### src/inc/gpio_port_map.vh
/*
  Register offsets, control bit positions and reset values of the dual port
  block with its parallel slave select. Included by the design files only.
*/
`ifndef GPIO_PORT_MAP_VH
`define GPIO_PORT_MAP_VH

// Register offsets on the plain register port
`define WIDE_PINS_OFS       4'h0
`define WIDE_LATCH_OFS      4'h1
`define WIDE_DIR_OFS        4'h2
`define NARROW_PINS_OFS     4'h3
`define NARROW_LATCH_OFS    4'h4
`define NARROW_DIR_OFS      4'h5
`define ANALOG_SEL_OFS      4'h6

// Narrow direction and slave control register fields
`define CTL_IN_FULL         7
`define CTL_OUT_FULL        6
`define CTL_OVERRUN         5
`define CTL_SLAVE_SEL       4
`define CTL_DIR_HI          2
`define CTL_DIR_LO          0

// Narrow pin roles in slave mode
`define STROBE_RD           0
`define STROBE_WR           1
`define STROBE_CS           2

// Reset values
`define WIDE_DIR_RESET      8'hFF
`define NARROW_DIR_RESET    3'h7
`define ANALOG_SEL_RESET    3'h0
`define READ_ZERO           8'h00

`endif

### src/logic/pin_sync.v
/*
  Two flip-flop synchroniser for a group of pin inputs.
  Assumes a free-running clock and a clock enable shared with the parent.
*/
`timescale 1ns/1ps

module pin_sync #(
  parameter WIDTH = 8
) (
  // Clock
  input  wire             sys_clk,
  input  wire             ce,
  // Pins in, synchronised out
  input  wire [WIDTH-1:0] pin_in,
  output reg  [WIDTH-1:0] pin_sync_q
);

  reg [WIDTH-1:0] meta_q;

  // First stage is read by the second stage only
  always @(posedge sys_clk)
  begin
    if (ce)
    begin
      meta_q     <= pin_in;
      pin_sync_q <= meta_q;
    end
  end

endmodule

### src/logic/dual_gpio_port.v
/*
  Dual general purpose port: an 8-bit wide port and a 3-bit narrow port,
  each with pin, latch and direction registers, plus the slave mode select
  that turns the wide port into a microprocessor data port strobed by the
  narrow pins.
  Register map: 0 wide pins, 1 wide latch, 2 wide direction, 3 narrow pins,
  4 narrow latch, 5 narrow direction and slave control, 6 analog select.
  Read data stand for one cycle after the read strobe, zero otherwise.
  Assumes pins arrive asynchronously and a single sys_clk. Pin reads lag
  the pins by the two synchroniser stages. Latches and the captured word
  have no reset, so software writes the latches before enabling drivers.
  Slave strobes must stay low for at least three clocks to be seen, and
  the host must hold the data pins for the whole write strobe.
*/
// Added by the designer: the placing of the registers and the address-and-strobe port.
`timescale 1ns/1ps
`include "gpio_port_map.vh"

module dual_gpio_port #(
  parameter WIDE_W   = 8,
  parameter NARROW_W = 3
) (
  // Clock, reset, enable
  input  wire                sys_clk,
  input  wire                reset_n,
  input  wire                ce,
  // Register port
  input  wire [3:0]          reg_addr,
  input  wire [7:0]          reg_wdata,
  input  wire                reg_wr,
  input  wire                reg_rd,
  output reg  [7:0]          reg_rdata,
  // Wide port pins
  input  wire [WIDE_W-1:0]   wide_pin_in,
  output wire [WIDE_W-1:0]   wide_pin_out,
  output wire [WIDE_W-1:0]   wide_pin_oe,
  // Narrow port pins
  input  wire [NARROW_W-1:0] narrow_pin_in,
  output wire [NARROW_W-1:0] narrow_pin_out,
  output wire [NARROW_W-1:0] narrow_pin_oe,
  // Input buffer threshold select, high for TTL
  output wire                wide_ttl_select
);

  wire [WIDE_W-1:0]   wide_sync;
  wire [NARROW_W-1:0] narrow_sync;
  wire [NARROW_W-1:0] narrow_view;

  reg  [WIDE_W-1:0]   wide_latch_q;
  reg  [WIDE_W-1:0]   wide_latch_d;
  reg  [NARROW_W-1:0] narrow_latch_q;
  reg  [NARROW_W-1:0] narrow_latch_d;
  reg  [WIDE_W-1:0]   wide_dir_q;
  reg  [WIDE_W-1:0]   wide_dir_d;
  reg  [NARROW_W-1:0] narrow_dir_q;
  reg  [NARROW_W-1:0] narrow_dir_d;
  reg  [NARROW_W-1:0] analog_sel_q;
  reg  [NARROW_W-1:0] analog_sel_d;
  reg                 slave_sel_q;
  reg                 slave_sel_d;
  reg                 in_full_q;
  reg                 in_full_d;
  reg                 out_full_q;
  reg                 out_full_d;
  reg                 overrun_q;
  reg                 overrun_d;
  reg  [WIDE_W-1:0]   in_word_q;
  reg                 wr_act_q;
  reg                 rd_act_q;
  reg  [7:0]          rdata_d;
  reg  [7:0]          ctl_view;

  pin_sync #(
    .WIDTH (WIDE_W)
  ) u_wide_sync (
    .sys_clk    (sys_clk),
    .ce         (ce),
    .pin_in     (wide_pin_in),
    .pin_sync_q (wide_sync)
  );

  pin_sync #(
    .WIDTH (NARROW_W)
  ) u_narrow_sync (
    .sys_clk    (sys_clk),
    .ce         (ce),
    .pin_in     (narrow_pin_in),
    .pin_sync_q (narrow_sync)
  );

  wire cs_act = slave_sel_q & ~narrow_sync[`STROBE_CS];
  wire wr_act = cs_act & ~narrow_sync[`STROBE_WR];
  wire rd_act = cs_act & ~narrow_sync[`STROBE_RD];
  // Flags move when the strobe ends, so the captured word has settled.
  // Leaving slave mode mid-strobe must not look like a strobe end,
  // otherwise a half-captured word would raise the input flag.
  wire wr_end = wr_act_q & ~wr_act & slave_sel_q;
  wire rd_end = rd_act_q & ~rd_act & slave_sel_q;

  wire wr_wide_pins   = reg_wr & (reg_addr == `WIDE_PINS_OFS);
  wire wr_wide_latch  = reg_wr & (reg_addr == `WIDE_LATCH_OFS);
  wire wr_narrow_pins = reg_wr & (reg_addr == `NARROW_PINS_OFS);
  wire wr_narrow_lat  = reg_wr & (reg_addr == `NARROW_LATCH_OFS);
  wire wr_ctl         = reg_wr & (reg_addr == `NARROW_DIR_OFS);
  wire rd_wide_pins   = reg_rd & (reg_addr == `WIDE_PINS_OFS);

  assign wide_ttl_select = slave_sel_q;

  // slave data bit n on wide pin n
  assign wide_pin_out = wide_latch_q;
  genvar gi;
  generate
    for (gi = 0; gi < WIDE_W; gi = gi + 1)
    begin : g_wide_oe
      // plain direction control when slave select clear
      assign wide_pin_oe[gi] = slave_sel_q ? rd_act : ~wide_dir_q[gi];
    end
    for (gi = 0; gi < NARROW_W; gi = gi + 1)
    begin : g_narrow_oe
      // narrow pin driven only when direction bit clear
      // slave mode releases narrow pins as strobe inputs
      assign narrow_pin_oe[gi] = ~slave_sel_q & ~narrow_dir_q[gi];
    end
    // analog-selected narrow pins read as zero
    for (gi = 0; gi < NARROW_W; gi = gi + 1)
    begin : g_narrow_view
      assign narrow_view[gi] = narrow_sync[gi] & ~analog_sel_q[gi];
    end
  endgenerate
  assign narrow_pin_out = narrow_latch_q;

  // Latches: pin writes land in latch
  always @*
  begin
    wide_latch_d   = wide_latch_q;
    narrow_latch_d = narrow_latch_q;
    if (wr_wide_pins | wr_wide_latch)
      wide_latch_d = reg_wdata[WIDE_W-1:0];
    if (wr_narrow_pins | wr_narrow_lat)
      narrow_latch_d = reg_wdata[NARROW_W-1:0];
  end

  // latches and input word untouched by reset
  always @(posedge sys_clk)
  begin
    if (ce)
    begin
      wide_latch_q   <= wide_latch_d;
      narrow_latch_q <= narrow_latch_d;
      if (wr_act)
        in_word_q <= wide_sync;
    end
  end

  // Configuration next state
  always @*
  begin
    wide_dir_d   = wide_dir_q;
    narrow_dir_d = narrow_dir_q;
    analog_sel_d = analog_sel_q;
    slave_sel_d  = slave_sel_q;
    if (reg_wr & (reg_addr == `WIDE_DIR_OFS))
      wide_dir_d = reg_wdata[WIDE_W-1:0];
    if (reg_wr & (reg_addr == `ANALOG_SEL_OFS))
      analog_sel_d = reg_wdata[NARROW_W-1:0];
    if (wr_ctl)
    begin
      narrow_dir_d = reg_wdata[`CTL_DIR_HI:`CTL_DIR_LO];
      slave_sel_d  = reg_wdata[`CTL_SLAVE_SEL];
    end
  end

  // Status flags next state; hardware set events come last so that an
  // event and a software clear in one cycle leave the flag set
  always @*
  begin
    in_full_d  = in_full_q;
    out_full_d = out_full_q;
    overrun_d  = overrun_q;
    // software clears overrun by writing zero
    if (wr_ctl & ~reg_wdata[`CTL_OVERRUN])
      overrun_d = 1'b0;
    // cleared when the CPU takes the word
    if (rd_wide_pins & slave_sel_q)
      in_full_d = 1'b0;
    if (rd_end)
      out_full_d = 1'b0;
    if (wr_wide_pins & slave_sel_q)
      out_full_d = 1'b1;
    // new word over an unread one; set beats clear
    if (wr_end & in_full_q)
      overrun_d = 1'b1;
    // set wins over a same-cycle CPU read
    if (wr_end)
      in_full_d = 1'b1;
  end

  // Reset is taken only while enabled, so a frozen block stays frozen
  always @(posedge sys_clk)
  begin
    if (ce)
    begin
      if (!reset_n)
      begin
        // wide pins all inputs after reset
        wide_dir_q   <= `WIDE_DIR_RESET;
        // control register resets to 0000 -111
        narrow_dir_q <= `NARROW_DIR_RESET;
        analog_sel_q <= `ANALOG_SEL_RESET;
        slave_sel_q  <= 1'b0;
      end
      else
      begin
        wide_dir_q   <= wide_dir_d;
        narrow_dir_q <= narrow_dir_d;
        analog_sel_q <= analog_sel_d;
        slave_sel_q  <= slave_sel_d;
      end
    end
  end

  // Flags, strobe history and read data
  always @(posedge sys_clk)
  begin
    if (ce)
    begin
      if (!reset_n)
      begin
        in_full_q  <= 1'b0;
        out_full_q <= 1'b0;
        overrun_q  <= 1'b0;
        // Inactive history avoids a false strobe end after reset
        wr_act_q   <= 1'b0;
        rd_act_q   <= 1'b0;
        reg_rdata  <= `READ_ZERO;
      end
      else
      begin
        in_full_q  <= in_full_d;
        out_full_q <= out_full_d;
        overrun_q  <= overrun_d;
        wr_act_q   <= wr_act;
        rd_act_q   <= rd_act;
        reg_rdata  <= rdata_d;
      end
    end
  end

  // Read mux, answer stands in the following cycle only
  always @*
  begin
    ctl_view = `READ_ZERO;
    ctl_view[`CTL_IN_FULL]   = in_full_q;
    ctl_view[`CTL_OUT_FULL]  = out_full_q;
    ctl_view[`CTL_OVERRUN]   = overrun_q;
    ctl_view[`CTL_SLAVE_SEL] = slave_sel_q;
    ctl_view[`CTL_DIR_HI:`CTL_DIR_LO] = narrow_dir_q;
    rdata_d = `READ_ZERO;
    if (reg_rd)
    begin
      case (reg_addr)
        // pin register returns sampled pins; slave mode gives input word
        `WIDE_PINS_OFS:    rdata_d = slave_sel_q ? in_word_q : wide_sync;
        `WIDE_LATCH_OFS:   rdata_d = wide_latch_q;
        `WIDE_DIR_OFS:     rdata_d = wide_dir_q;
        `NARROW_PINS_OFS:  rdata_d[NARROW_W-1:0] = narrow_view;
        `NARROW_LATCH_OFS: rdata_d[NARROW_W-1:0] = narrow_latch_q;
        `NARROW_DIR_OFS:   rdata_d = ctl_view;
        `ANALOG_SEL_OFS:   rdata_d[NARROW_W-1:0] = analog_sel_q;
        // Unmapped offsets read zero and ignore writes
        default:           rdata_d = `READ_ZERO;
      endcase
    end
  end

endmodule

### config.mk
export PLATFORM = sky130hd
export DESIGN_NAME = dual_gpio_port
export DESIGN_NICKNAME = d
export VERILOG_FILES = /design/src/logic/pin_sync.v /design/src/logic/dual_gpio_port.v
export VERILOG_INCLUDE_DIRS = /design/src /design/src/inc
export SDC_FILE = /design/constraint.sdc
export NUM_CORES = 1
export LEC_CHECK = 0
export BUFFER_PORTS_ARGS = -buffer_cell sky130_fd_sc_hd__buf_2
export CAP_MARGIN = 25
export CORE_MARGIN = 10
export CORE_UTILIZATION = 43
export CTS_BUF_LIST = sky130_fd_sc_hd__clkbuf_8
export DETAILED_ROUTE_END_ITERATION = 10
export GPL_ROUTABILITY_DRIVEN = 0
export GPL_TIMING_DRIVEN = 0
export PLACE_DENSITY_LB_ADDON = 0.05
export SLEW_MARGIN = 10
export SYNTH_ARGS = -nofsm -noshare
export SYNTH_HDL_FRONTEND = slang
export SYNTH_SLANG_ARGS = --single-unit
### constraint.sdc
create_clock -name sys_clk -period 2.6 [get_ports sys_clk]
set_clock_uncertainty 0.05 [all_clocks]
set_input_delay 0.13 -clock sys_clk [delete_from_list [all_inputs] [get_ports sys_clk]]
set_output_delay 0.13 -clock sys_clk [all_outputs]
set_load 0.02 [all_outputs]
==> summary.txt <==
run status: complete, no violations
placed instance area: 3420 um2
global route overflow: 0
FP Rows: 30
All-Layer GR Usage: 13.9%
routed wire length: 7020 um
Internal: 1.84 mW
commonest non-fill, non-tap cells in the layout: 69 x edfxtp_1, 63 x buf_2, 19 x dlygate4sd3_1
Design Area, Final: 3800 um2
most common cell after layout, fill and taps aside: edfxtp_1
core area: 6790 um2
worst-margin pin slew: 949 ps
CTS buffer count: 9
initial DRC count: 193
Reg clk slew, reported paths: 80 ps
CP top delay family: buffers and inverters
Comb pwr share: 10.7%
wire length per cell: 18.0 um
PD cells: 639 nW/um2
DRT Pass-1 Iters: 4
I/O Buffers: 57
Min-Delay Path Class: in2reg
fin util: 55.9%
CP Class: reg2out
post-CTS sizing: 0
reg2reg path depth: 5
worst vdd ir: 382 uV
register area share after synthesis: 69.2%
CP Max Fanout: 10
leakage: 1.40 nW
Required @ worst endpoint: 2420 ps
fmax: 459 MHz
die area: 10700 um2
DIE HEIGHT: 103 um
worst r2r dst: reg_rdata[0]
Antenna Nets Post-Route: 0
Die Wd: 103 um
Vias: 2029
syn_nets: 230
worst setup path startpoint: wide_ttl_select
final hold violations: 0
Post-synth ARST share: 0%
share of cells above drive strength 1: 33.9%
cell taking the most area after synthesis: edfxtp_1
Post-synth EDFFs: 69
clock share of power: 35.0%
Initial Util: 44.1%
fin. max-slew vios: 0
crit path capture: wide_pin_oe[5]
Netlist cell types: 40
crit share post-route: 83.9%
WP depth: 5
Finished Layout Cells: 391
Sw Share: 24.3%
slowest library cell on the worst path: edfxtp_1
Worst setup SP type: register
Rel. slew slack: 36.8%
Detail Placement HPWL: 4990 um
RSZ-0062 raised after global routing: no
Clock Latency Late Sink: 330 ps
cells along the critical path: buf_2, buf_2, clkbuf_1, o21ai_0, buf_2
first-pass GRT wire length: 11200 um
Synth area leaders: edfxtp_1 69%, a22oi_1 3.5%, nand2b_1 2.7%, nor2b_1 2.3%, o21ai_0 2.2%
RR Startpoint: wide_ttl_select
FF+latch count, synth: 69
Final min period: 2180 ps
Syn Inst Count: 202
# clock sinks: 69
arrival time worst endpoint: 2000 ps
area grow syn2layout: 26.9%
n_diodes: 0
fin nets: 318
Avg Cell Area, Syn: 14.8 um2
CP peak stage delay: 420 ps
Cells after DPL: 356
largest net degree at the start of global routing: 36
Sequential Power Share: 54.3%
crit end category: output port
main flop type after synthesis: edfxtp_1
most used cell, CP: buf_2
top-area cell type share of the netlist area: 69.2%
Residual DRC: 0
max-cap check violation count: 0
initial antenna violation count: 0
H-tree depth: 3
vias per cell: 5.19
vias in the first global route: 2156
# IOs: 59
Yosys warning count: 0
final setup vio count: 0
Synth Cell Area: 2990 um2
clock root buffer: clkbuf_8
FF-to-FF setup slack: 790 ps
clock tree from TritonCTS: yes
clk buf depth: 2
final hold slack: 197 ps
Buf/Inv on CP: 4
Net Sw Power: 591 uW
metal layers:
| layer | GRT usage [%] | share of wire [%] |
|---|---|---|
| met1 | 17.0 | 43 |
| met2 | 23.4 | 49 |
| met3 | 2.99 | 7.2 |
| met4 | 5.45 | 1.5 |
| met5 | 0 | 0 |
layout make-up:
type	count	area, um2
plain buffers	13	78.8
clock buffers	9	124
clock inverters	7	66.3
fillers	588	3000
inverters	3	11.3
multi-input cells	117	842
flip-flops and latches	69	2070
well taps	96	120
repair buffers	77	483
power by group through the flow:
stage                     clock [mW]  combinational (mW)  sequential (mW)
after detailed placement           0               0.239             1.34
final                          0.851               0.259             1.32
after CTS                      0.873               0.261             1.32
after floorplan                    0               0.129             1.35
after global placement             0               0.235             1.34
after global routing           0.908               0.284             1.33
through the flow:
step                      power (mW)  setup WS (ps)  TNS [ps]
after global placement          1.58           -316     -2530
after global routing            2.52            241         0
after detailed placement        1.58            265         0
after CTS                       2.45            356         0
final                           2.43            419         0
after floorplan                 1.47            306         0
registers in the layout (all words and copies together), names as in the netlist, 8 cells and up:
name	count
in_word_q	8
reg_rdata	8
u_wide_sync.meta_q	8
u_wide_sync.pin_sync_q	8
wide_dir_q	8
wide_pin_out	8
worst reg2reg max path, stage by stage, from the launching register on:
cell	delay, ps
edfxtp_1	450
buf_2	220
buf_2	200
a211o_1	300
a32oi_1	240
a21oi_1	100
worst min-delay path by stage:
stage | start | endpoint | slack [ps] | cells past startpoint
4_1_cts | reg_wr | out_full_q | 180 | 2
2_1_floorplan | reg_wdata[0] | narrow_pin_out[0] | 180 | 0
5_1_grt | reg_wr | out_full_q | 210 | 2
3_3_place_gp | wide_pin_in[7] | u_wide_sync.meta_q[7] | 260 | 1
6_report | reg_wr | out_full_q | 200 | 2
3_5_place_dp | wide_pin_in[3] | u_wide_sync.meta_q[3] | 260 | 1
synth_stat cells, types with 2 or more instances:
library cell  number
edfxtp_1          69
a22oi_1           14
nand2b_1          13
o21ai_0           13
nor2b_1           11
a21oi_1            8
nor2_1             7
buf_2              6
and2_1             5
mux2_2             5
nand2_1            5
clkbuf_1           4
a211o_1            3
a32oi_1            3
buf_6              3
inv_1              3
nor3_1             3
o22a_1             3
nand3_1            2
nor4b_1            2
repair_timing:
item                      4_1_cts  5_1_grt
buffers inserted                0        0
hold buffers                   19        0
hold endpoints to repair       22        0
logic make-up (layout without fill, tap and decap cells):
group           after synthesis  count (layout)  share of synthesized area (%)
compound gates               51              51                           11.8
buf+inv                      16             109                           3.01
flops                        69              69                           69.2
mux                           6               6                           2.22
simple gates                 60              60                           13.7
(Power assumes the default switching activity.)
